File: src/rtl/cmc_pkg.sv
// shared constants and types of the connection command register block
package cmc_pkg;

  // ****************************************************************
  // timing
  // ****************************************************************
  localparam int CLK_PERIOD_NS = 10;
  localparam int TICK_TIME_NS = 1000; // one unit of the test length register
  localparam int TICK_CYCLES = (TICK_TIME_NS + CLK_PERIOD_NS - 1) / CLK_PERIOD_NS;

  // ****************************************************************
  // register byte offsets
  // ****************************************************************
  localparam logic [7:0] OFS_CTRL_B = 8'h00;
  localparam logic [7:0] OFS_CTRL_A = 8'h04;
  localparam logic [7:0] OFS_TEST_LEN = 8'h08;
  localparam logic [7:0] OFS_XMIT_VEC = 8'h0C;
  localparam logic [7:0] OFS_STATUS = 8'h10;
  localparam logic [7:0] OFS_INT_STAT = 8'h14;
  localparam logic [7:0] OFS_INT_MASK = 8'h18;

  // ****************************************************************
  // field positions and reset values
  // ****************************************************************
  localparam int B_CMD_LO = 0;
  localparam int B_MAINT = 2;
  localparam int B_LONG = 3;
  localparam int B_JOIN = 4;
  localparam int B_LOOP_LO = 5;
  localparam int B_CLASS = 7;
  localparam int B_MLS_LO = 8;
  localparam int A_SCRUB = 0;
  localparam int A_BYPASS = 1;
  localparam int ST_STATE_LO = 0;
  localparam int ST_LCT = 4;
  localparam int ST_BYPASS = 5;
  localparam int ST_MAINT_PEND = 6;
  localparam int ST_LS_LO = 8;
  localparam logic [15:0] TEST_LEN_RST = 16'h0010;
  localparam int NUM_INT = 4;
  localparam int I_LCT_DONE = 0;
  localparam int I_LCT_ABORT = 1;
  localparam int I_JOIN = 2;
  localparam int I_MAINT = 3;

  // ****************************************************************
  // encodings
  // ****************************************************************
  localparam logic [1:0] LOOP_NONE = 2'h0;
  localparam logic [1:0] LOOP_IDLE = 2'h2;
  localparam logic [1:0] LOOP_REMOTE = 2'h3;
  localparam logic [2:0] MLS_IDLE = 3'h1;
  localparam logic [2:0] MLS_HALT = 3'h2;
  localparam logic [2:0] MLS_MASTER = 3'h3;
  localparam logic [2:0] MLS_DATA = 3'h6;

  typedef enum logic [3:0] {
    PCM_OFF, PCM_BREAK, PCM_TRACE, PCM_CONNECT, PCM_NEXT,
    PCM_SIGNAL, PCM_JOIN, PCM_VERIFY, PCM_ACTIVE, PCM_MAINT
  } cmc_pcm_state_t;

  typedef enum logic [2:0] {
    LS_NORMAL, LS_QUIET, LS_IDLE, LS_HALT, LS_MASTER, LS_DATA
  } cmc_ls_t;

  typedef struct packed {
    logic en;
    logic [7:0] addr;
    logic [31:0] data;
  } cmc_wr_t;

  typedef struct packed {
    logic master;
    logic halt;
  } cmc_line_t;

endpackage

File: src/rtl/cmc_ahb_slave.sv
// AHB-Lite slave front end: write strobe and registered read data
`timescale 1ns/10ps
module cmc_ahb_slave
  import cmc_pkg::*;
(
  input wire logic hclk, // bus clock
  input wire logic hresetn, // async reset, active low
  input wire logic ce, // clock enable
  input wire logic hsel, // slave select
  input wire logic [1:0] htrans, // transfer type
  input wire logic hwrite, // write when high
  input wire logic [31:0] haddr, // byte address
  input wire logic [31:0] hwdata, // write data
  input wire logic hready, // bus ready
  output logic hreadyout, // slave ready
  output logic [31:0] hrdata, // read data
  output logic [7:0] rd_addr, // read mux address
  input wire logic [31:0] rd_data, // read mux data
  output cmc_wr_t wr // one-cycle write strobe
);

  typedef struct packed {
    logic wpend;
    logic [7:0] waddr;
    logic [31:0] rdata;
  } cmc_ahb_st_t;

  cmc_ahb_st_t q;
  cmc_ahb_st_t d;
  logic req;
  logic rd_stall;

  // a read right behind a write waits one cycle so it sees the new value
  always_comb
  begin
    rd_stall = q.wpend & hsel & htrans[1] & ~hwrite;
    hreadyout = ~rd_stall;
    req = hsel & htrans[1] & hready;
    rd_addr = haddr[7:0];
    d = q;
    d.wpend = req & hwrite;
    if (req & hwrite)
      d.waddr = haddr[7:0];
    if (req & ~hwrite)
      d.rdata = rd_data;
    wr.en = q.wpend & ce;
    wr.addr = q.waddr;
    wr.data = hwdata;
  end

  assign hrdata = q.rdata;

  // state register
  always_ff @(posedge hclk or negedge hresetn)
  begin
    if (!hresetn)
      q <= '0;
    else if (ce)
      q <= d;
  end

endmodule

File: src/rtl/cmc_lct_timer.sv
// link confidence test length timer, counted in prescaled ticks
`timescale 1ns/10ps
module cmc_lct_timer
  import cmc_pkg::*;
#(
  parameter int TICK = TICK_CYCLES, // clock cycles per length unit
  parameter int LEN_W = 16 // width of the length value
)
(
  input wire logic hclk, // clock
  input wire logic hresetn, // async reset, active low
  input wire logic ce, // clock enable
  input wire logic start, // load length and run
  input wire logic stop, // cancel a running test
  input wire logic [LEN_W-1:0] length, // test length in ticks
  output logic done // one-cycle pulse at expiry
);

  localparam int PW = $clog2(TICK + 1);
  localparam logic [PW-1:0] PRE_LAST = PW'(TICK - 1);

  typedef struct packed {
    logic run;
    logic [PW-1:0] pre;
    logic [LEN_W-1:0] cnt;
    logic done;
  } cmc_tmr_st_t;

  cmc_tmr_st_t q;
  cmc_tmr_st_t d;

  // a zero length still runs one tick so the test is never empty
  always_comb
  begin
    d = q;
    d.done = 1'b0;
    if (stop)
      d.run = 1'b0;
    else if (start)
    begin
      d.run = 1'b1;
      d.pre = '0;
      d.cnt = length;
    end
    else if (q.run)
    begin
      if (q.pre == PRE_LAST)
      begin
        d.pre = '0;
        if (q.cnt <= LEN_W'(1))
        begin
          d.run = 1'b0;
          d.done = 1'b1;
        end
        else
          d.cnt = q.cnt - LEN_W'(1);
      end
      else
        d.pre = q.pre + PW'(1);
    end
  end

  assign done = q.done;

  // state register
  always_ff @(posedge hclk or negedge hresetn)
  begin
    if (!hresetn)
      q <= '0;
    else if (ce)
      q <= d;
  end

endmodule

File: src/rtl/cmc_conn_cmd.sv
// connection management command bits with AHB-Lite registers and interrupt
// Notes on behaviour
// - single-attach flag keeps station unbypassed until ACTIVE, outside maintenance
// - in maintenance, bypass follows bypass select and scrub follows scrub request of control A
// - single-attach flag changes only while manager is OFF
// - nonzero loopback select written in NEXT starts a link confidence test
// - loopback codes: none, transmit data, idle, data plus remote loop
// - loopback writes ignored outside NEXT or while signaling
// - join request in NEXT moves manager to JOIN
// - join writes ignored outside NEXT or while signaling
// - another join needs the bit cleared then set again
// - join during a running test aborts that test
// - long test runs until vector write, join, other command or leaving NEXT
// - short test ends after the programmed test length
// - neighbour master or halt line state stops any test
// - maintenance request while OFF moves manager to MAINT
// - pending maintenance request acts on the later arrival in OFF
// - maintenance line state code selects idle, halt, master, data or quiet
`timescale 1ns/10ps
module cmc_conn_cmd
  import cmc_pkg::*;
#(
  parameter int TICK = TICK_CYCLES // clock cycles per test length unit
)
(
  input wire logic hclk, // bus clock, 100 MHz
  input wire logic hresetn, // async reset, active low
  input wire logic ce, // clock enable, freezes state when low
  input wire logic hsel, // AHB select
  input wire logic [31:0] haddr, // AHB address
  input wire logic [1:0] htrans, // AHB transfer type
  input wire logic hwrite, // AHB write
  input wire logic [2:0] hsize, // AHB size, word only
  input wire logic [31:0] hwdata, // AHB write data
  input wire logic hready, // AHB bus ready
  output logic hreadyout, // AHB slave ready
  output logic hresp, // AHB response, always OKAY
  output logic [31:0] hrdata, // AHB read data
  input wire cmc_pcm_state_t pcm_state, // connection manager state
  input wire logic pcm_signaling, // signaling in progress
  input wire cmc_line_t line, // neighbour line state detected
  input wire logic pcm_bypass_req, // manager's own bypass wish
  output logic join_go, // pulse: enter JOIN
  output logic maint_go, // pulse: enter MAINT
  output logic lct_active, // link confidence test running
  output cmc_ls_t tx_ls, // line state to source
  output logic remote_loop, // remote loop path enabled
  output logic bypass, // station bypass control
  output logic scrub, // scrub request to bypass logic
  output logic irq // interrupt, active high level
);

  // ****************************************************************
  // state
  // ****************************************************************
  typedef struct packed {
    logic class_s;
    logic [1:0] loop;
    logic join_req;
    logic long_test;
    logic maint_req;
    logic [2:0] maintenance_line_state;
    logic [1:0] cmd;
    logic scrub_req;
    logic bypass_sel;
    logic [15:0] test_len;
    logic [15:0] xvec;
    logic loop_armed;
    logic join_armed;
    logic lct_on;
    logic [1:0] lct_mode;
    logic lct_start;
    logic maint_done;
    logic join_go;
    logic maint_go;
    logic [NUM_INT-1:0] int_st;
    logic [NUM_INT-1:0] int_mask;
    logic bypass;
    logic scrub;
    cmc_ls_t tx_ls;
    logic remote_loop;
    logic irq;
  } cmc_main_st_t;

  localparam cmc_main_st_t ST_RST = '{
    test_len: TEST_LEN_RST, loop_armed: 1'b1, join_armed: 1'b1,
    tx_ls: LS_NORMAL, default: '0};

  cmc_main_st_t q;
  cmc_main_st_t d;
  cmc_wr_t wr;
  logic [7:0] rd_addr;
  logic [31:0] rd_data;
  logic tmr_done;
  logic wr_b;
  logic in_next;
  logic loop_ok;
  logic join_ok;
  logic join_fire;
  logic long_end;
  logic line_stop;
  logic [1:0] wloop;
  logic [NUM_INT-1:0] ev;
  logic [NUM_INT-1:0] clr;

  // true when the write strobe targets the given offset
  function automatic logic wr_hit(input cmc_wr_t w, input logic [7:0] ofs);
    wr_hit = w.en && (w.addr == ofs);
  endfunction

  // maintenance line state code to source selection
  function automatic cmc_ls_t mls_decode(input logic [2:0] code);
    unique case (code)
      MLS_IDLE: mls_decode = LS_IDLE;
      MLS_HALT: mls_decode = LS_HALT;
      MLS_MASTER: mls_decode = LS_MASTER;
      MLS_DATA: mls_decode = LS_DATA;
      default: mls_decode = LS_QUIET;
    endcase
  endfunction

  // ****************************************************************
  // bus slave and test timer
  // ****************************************************************
  cmc_ahb_slave u_bus (
    .hclk(hclk),
    .hresetn(hresetn),
    .ce(ce),
    .hsel(hsel),
    .htrans(htrans),
    .hwrite(hwrite),
    .haddr(haddr),
    .hwdata(hwdata),
    .hready(hready),
    .hreadyout(hreadyout),
    .hrdata(hrdata),
    .rd_addr(rd_addr),
    .rd_data(rd_data),
    .wr(wr)
  );

  // timer is loaded one cycle after the start and dropped when the test ends
  cmc_lct_timer #(.TICK(TICK), .LEN_W(16)) u_tmr (
    .hclk(hclk),
    .hresetn(hresetn),
    .ce(ce),
    .start(q.lct_start),
    .stop(~q.lct_on),
    .length(q.test_len),
    .done(tmr_done)
  );

  assign hresp = 1'b0;

  // ****************************************************************
  // read mux
  // ****************************************************************
  // unmapped offsets read zero; hsize is not checked, every access is a word
  always_comb
  begin
    rd_data = 32'h0000_0000;
    unique case (rd_addr)
      OFS_CTRL_B: rd_data[15:0] = {5'h00, q.maintenance_line_state, q.class_s, q.loop,
                                   q.join_req, q.long_test, q.maint_req, q.cmd};
      OFS_CTRL_A: rd_data[1:0] = {q.bypass_sel, q.scrub_req};
      OFS_TEST_LEN: rd_data[15:0] = q.test_len;
      OFS_XMIT_VEC: rd_data[15:0] = q.xvec;
      OFS_STATUS:
      begin
        rd_data[ST_STATE_LO +: 4] = pcm_state;
        rd_data[ST_LCT] = q.lct_on;
        rd_data[ST_BYPASS] = q.bypass;
        rd_data[ST_MAINT_PEND] = q.maint_req & ~q.maint_done;
        rd_data[ST_LS_LO +: 3] = q.tx_ls;
      end
      OFS_INT_STAT: rd_data[NUM_INT-1:0] = q.int_st;
      OFS_INT_MASK: rd_data[NUM_INT-1:0] = q.int_mask;
      default: rd_data = 32'h0000_0000;
    endcase
  end

  // ****************************************************************
  // command logic
  // ****************************************************************
  // loopback and join are only honoured in NEXT with no signaling going on
  always_comb
  begin
    wr_b = wr_hit(wr, OFS_CTRL_B);
    wloop = wr.data[B_LOOP_LO +: 2];
    in_next = (pcm_state == PCM_NEXT) && !pcm_signaling;
    loop_ok = wr_b && in_next;
    join_ok = wr_b && in_next;
    join_fire = join_ok && wr.data[B_JOIN] && q.join_armed;
    line_stop = line.master | line.halt;
    long_end = wr_hit(wr, OFS_XMIT_VEC) || (wr_b && (wr.data[B_CMD_LO +: 2] != 2'h0))
               || (pcm_state != PCM_NEXT);
    ev = '0;
    d = q;
    d.lct_start = 1'b0;

    // plain register fields
    if (wr_b)
    begin
      d.long_test = wr.data[B_LONG];
      d.maint_req = wr.data[B_MAINT];
      d.maintenance_line_state = wr.data[B_MLS_LO +: 3];
      d.cmd = wr.data[B_CMD_LO +: 2];
      if (pcm_state == PCM_OFF)
        d.class_s = wr.data[B_CLASS];
      if (wloop == LOOP_NONE)
        d.loop_armed = 1'b1;
      if (!wr.data[B_JOIN])
        d.join_armed = 1'b1;
      if (loop_ok)
        d.loop = wloop;
      if (join_ok)
        d.join_req = wr.data[B_JOIN];
    end
    if (wr_hit(wr, OFS_CTRL_A))
      {d.bypass_sel, d.scrub_req} = {wr.data[A_BYPASS], wr.data[A_SCRUB]};
    if (wr_hit(wr, OFS_TEST_LEN))
      d.test_len = wr.data[15:0];
    if (wr_hit(wr, OFS_XMIT_VEC))
      d.xvec = wr.data[15:0];
    if (wr_hit(wr, OFS_INT_MASK))
      d.int_mask = wr.data[NUM_INT-1:0];

    // test end: join aborts, commands and leaving NEXT abort, line or timer finish
    if (q.lct_on)
    begin
      ev[I_LCT_ABORT] = join_fire || (!line_stop && long_end);
      ev[I_LCT_DONE] = !join_fire && (line_stop || (!long_end && tmr_done && !q.long_test));
      d.lct_on = !(ev[I_LCT_ABORT] || ev[I_LCT_DONE]);
    end
    // a test only starts from an armed field, so a held value never retriggers
    else if (loop_ok && (wloop != LOOP_NONE) && q.loop_armed && !join_fire)
    begin
      d.lct_on = 1'b1;
      d.lct_mode = wloop;
      d.lct_start = 1'b1;
      d.loop_armed = 1'b0;
    end

    // join request
    d.join_go = join_fire;
    ev[I_JOIN] = join_fire;
    if (join_fire)
      d.join_armed = 1'b0;

    // maintenance entry, once per arrival in OFF while the request stands
    d.maint_go = q.maint_req && (pcm_state == PCM_OFF) && !q.maint_done;
    ev[I_MAINT] = d.maint_go;
    d.maint_done = q.maint_req && (pcm_state == PCM_OFF);

    // bypass control: maintenance hands it to control A, else single-attach holds it off
    d.scrub = (pcm_state == PCM_MAINT) && q.scrub_req;
    if (pcm_state == PCM_MAINT)
      d.bypass = q.bypass_sel;
    else if (q.class_s && (pcm_state != PCM_ACTIVE))
      d.bypass = 1'b0;
    else
      d.bypass = pcm_bypass_req;

    // line state source
    if (pcm_state == PCM_MAINT)
      d.tx_ls = mls_decode(q.maintenance_line_state);
    else if (q.lct_on)
      d.tx_ls = (q.lct_mode == LOOP_IDLE) ? LS_IDLE : LS_DATA;
    else
      d.tx_ls = LS_NORMAL;
    d.remote_loop = q.lct_on && (q.lct_mode == LOOP_REMOTE) && (pcm_state != PCM_MAINT);

    // sticky interrupt status: an event in the clearing cycle survives
    clr = wr_hit(wr, OFS_INT_STAT) ? wr.data[NUM_INT-1:0] : '0;
    d.int_st = (q.int_st & ~clr) | ev;
    d.irq = |(d.int_st & d.int_mask);
  end

  // state register, reset loads TEST_LEN_RST and sets both arm flags, everything else cleared
  always_ff @(posedge hclk or negedge hresetn)
  begin
    if (!hresetn)
      q <= ST_RST;
    else if (ce)
      q <= d;
  end

  assign join_go = q.join_go;
  assign maint_go = q.maint_go;
  assign lct_active = q.lct_on;
  assign tx_ls = q.tx_ls;
  assign remote_loop = q.remote_loop;
  assign bypass = q.bypass;
  assign scrub = q.scrub;
  assign irq = q.irq;
endmodule

File: config.mk
export PLATFORM = sky130hd
export DESIGN_NAME = cmc_conn_cmd
export DESIGN_NICKNAME = d
export VERILOG_FILES = /design/src/rtl/cmc_pkg.sv /design/src/rtl/cmc_ahb_slave.sv /design/src/rtl/cmc_lct_timer.sv /design/src/rtl/cmc_conn_cmd.sv
export SDC_FILE = /design/constraint.sdc
export NUM_CORES = 1
export LEC_CHECK = 0
export ABC_AREA = 1
export BUFFER_PORTS_ARGS = -buffer_cell sky130_fd_sc_hd__buf_2
export CAP_MARGIN = 15
export CORE_AREA = 2 2 110 112
export CTS_CLUSTER_SIZE = 25
export DETAILED_ROUTE_END_ITERATION = 7
export DIE_AREA = 0 0 112 114
export PLACE_DENSITY = 0.78
export SYNTH_ARGS = -nofsm -noshare
export SYNTH_HDL_FRONTEND = slang
export SYNTH_SLANG_ARGS = --single-unit
File: constraint.sdc
create_clock -name hclk -period 2.05 [get_ports hclk]
set_input_delay 0.5125 -clock hclk [delete_from_list [all_inputs] [get_ports hclk]]
set_output_delay 0.5125 -clock hclk [all_outputs]
set_load 0.005 [all_outputs]
==> run_results.csv <==
group,metric,value,unit
synth,synth_area,0.00621,mm^2
cts,tritoncts,"done",
global_route,grt_start_max_net_pins,58,
power_and_ir_drop,power_leakage,3.72,nW
setup_path,required,2.35,ns
cts,cts_num_sinks,119,
global_route,grt_first_pass_wirelength,25500,um
cts,cts-resized-gates,0,
sta,rsz_0062_raised_after_global_routing,"no",
synth,yosys.area.top_type,"dfrtp_1",
setup_path,cp_endpoint_kind,"flop",
cts,path_clk_slew,0.05,ns
synth,yosys-top-cells-area,"dfrtp_1 47%, nand2_1 14%, o21ai_0 6.6%",
finish,antenna-diode-count,0,
setup_path,setup.worst_path.start,"u_tmr.q[1]",
flow_run,max_cap_violations,0,
finish,share_of_cells_above_drive_strength_1,19.3,%
place,post_dp_hpwl,11200,um
synth,synthDominantCellAreaShare,46.7,%
synth,synth.ff_latch_count,119,
sta,setup_ws,0.126,ns
route,drt_first_iter_violations,508,
sta,report.final.hold_viol_count,0,
synth,synth_top_cells_by_count,"233 x nand2_1, 116 x dfrtp_1, 82 x o21ai_0, 78 x inv_1, 45 x nor2_1",
synth,synthArstFlopShare,100,%
cts,tritoncts_buffer_count,17,
cts,ctsLongestPathBuffers,2,
sta,setup-violations-final,0,
die,top_level_ports,127,
route,drt_drc_violations_left,0,
place,finalWeightedCongestion,0.916,
route,detail-route-antenna-nets,0,
synth,synth_warnings,0,
cts,clk_latency,0.42,ns
global_route,vias_in_the_first_global_route,5298,
place,post-place-ws,0.125,ns
route,routedWlPerCell,15.2,um
die,die_area,0.0128,mm^2
setup_path,worst-setup-path-type,"flop to flop",
die,die_span_y,114,um
min_path,hold_crit_path_type,"primary input to async pin",
power_and_ir_drop,power_per_cell_area,855,mW/mm^2
synth,syn_area_per_cell,7.92,um^2
place,io_buffer_count,65,
setup_path,critPathMaxFanout,13,
cts,cts_max_level,4,
die,die_x,112,um
outcome,outcome,"complete, no violations",
sta,finalClockSkew,0.00606,ns
sta,finalMaxSlewViolations,0,
setup_path,cp_data_arrival_time,2.23,ns
setup_path,critical_path.reg2reg.startpoint,"u_tmr.q[1]",
sta,maxClockFrequency,520,MHz
synth,postSynthCellCount,784,
cts,postCtsHoldBufs,0,
synth,yosys.cell_types.count,47,
route,drt-vias-per-instance,5.40,
cts,clock_tree.root_cell,"clkbuf_16",
global_route,number_of_antenna_violations_at_the_first_check_in_global_routing,0,
cts,post-cts-setup-buffer-count,0,
synth,synth_edf_count,0,
sta,post-route-period-util,93.9,%
global_route,grt_overflow,0,
route,drt-pass1-iter-count,5,
power_and_ir_drop,total_power,6.24,mW
finish,final_util,62.4,%
route,total_vias_in_the_final_route,5517,
power_and_ir_drop,ir_drop,0.647,mV
route,route.final.wire_length,15600,um
sta,setup_total_negative_slack,0,ns
finish,signed_area_change_from_the_synthesized_netlist_to_the_final_layout,17.6,%
synth,synth.yosys.seq_area_share,48.0,%
synth,synth_most_common_cell,"nand2_1",
sta,period_needed,1.92,ns
setup_path,worst_setup_path_start_kind,"flop",
die,core,0.0117,mm^2
global_route,grt_util_all_layers,25.8,%
finish,layout.nets,948,
die,start_util,53.0,%
synth,synth_flop_cell,"dfrtp_1",
die,rows,40,
==> flip-flops by register name (all words and copies together) (netlist names), 3 cells and up <==
name	cells
tx_ls	3
u_tmr.q	24
u_bus.wr	8
q	59
u_bus.hrdata	16
==> through the flow <==
step / hold slack (ns) / cells / area [um^2]
floorplan: 0.217 / 800 / 6270
global placement: 0.456 / 990 / 6670
detailed placement: 0.459 / 990 / 6670
CTS: 0.0211 / 1022 / 7310
global route: 0.0509 / 1022 / 7310
finish: 0.0222 / 1022 / 7310
==> power by group <==
| group | internal, mW | total [mW] | switching (mW) |
|---|---|---|---|
| Sequential | 2.50 | 2.61 | 0.112 |
| Clock | 2.13 | 3.18 | 1.04 |
| Combinational | 0.163 | 0.460 | 0.296 |
| Total | 4.79 | 6.24 | 1.45 |
==> layout by cell type, fill, tap and decap left out, types with 2 or more instances in the layout <==
cell,count
nor3_1,9
nand2_2,4
buf_2,64
nor2_1,45
inv_2,8
nor2_4,4
nor3_2,3
nand2_1,233
bufinv_16,3
o32ai_1,2
xor2_1,2
nand3_1,43
o22ai_1,11
inv_1,78
nand3b_1,2
clkinv_2,3
nand4_1,7
clkbuf_16,17
nor2_2,6
a21oi_1,23
o2111ai_1,4
o21ai_1,5
nor3_4,2
o21ai_0,82
nand3_2,2
dfrtp_1,116
dfstp_2,3
clkinv_1,4
o211ai_1,2
conb_1,17
a31oi_1,7
o21ai_2,3
mux2_2,2
clkbuf_8,7
buf_4,32
ha_1,3
nor3b_1,3
==> metal layers <==
layer | vias to the layer above | routed length [um] | share of wire [%] | track usage (%)
li1 | 2649 | - | - | -
met2 | 241 | 7420 | 48 | 41.3
met4 | 0 | 383 | 2.5 | 10.7
met3 | 34 | 1010 | 6.5 | 6.16
met5 | - | 0 | 0 | 0
met1 | 2593 | 6760 | 43 | 34.0
==> logic make-up after synthesis <==
family,synth area share (%)
flip-flops,48.0
other,0.0604
adder cells (fa/ha/maj),0.604
AO/OA/AOI/OAI,13.0
XOR/XNOR,0.423
buffers and inverters,11.4
multiplexers,0.363
AND/OR/NAND/NOR,26.2
==> cell type report <==
cell class,count,area [um^2]
clock inverters,7,113
repair buffers,97,581
fillers,984,4400
flip-flops and latches,119,2980
inverters,90,338
well taps,147,184
clock buffers,25,526
multi-input cells,537,2580
==> path summary, 6_finish.rpt <==
path	to	slack, ns	cells after the start
worst max-delay path	u_tmr.q[9]	0.13	10
worst min-delay path	u_bus.hrdata[0]	0.02	1
worst max register to register	u_tmr.q[9]	0.13	10
worst min register to register	q[37]	0.47	2
max in group asynchronous	q[23]	1.35	2
min in group hclk	q[22]	0.32	2
==> critical path: stages, from the launching register on <==
cell and delay, ns:
dfrtp_1 0.37, inv_1 0.11, ha_1 0.25, nand2_2 0.12, nand2_1 0.08, nand4_1 0.09, nand2_1 0.10, a21oi_4 0.31
inv_2 0.13, o21ai_1 0.17, nand2_1 0.07
Note: power is estimated with default switching activity, not from simulation.
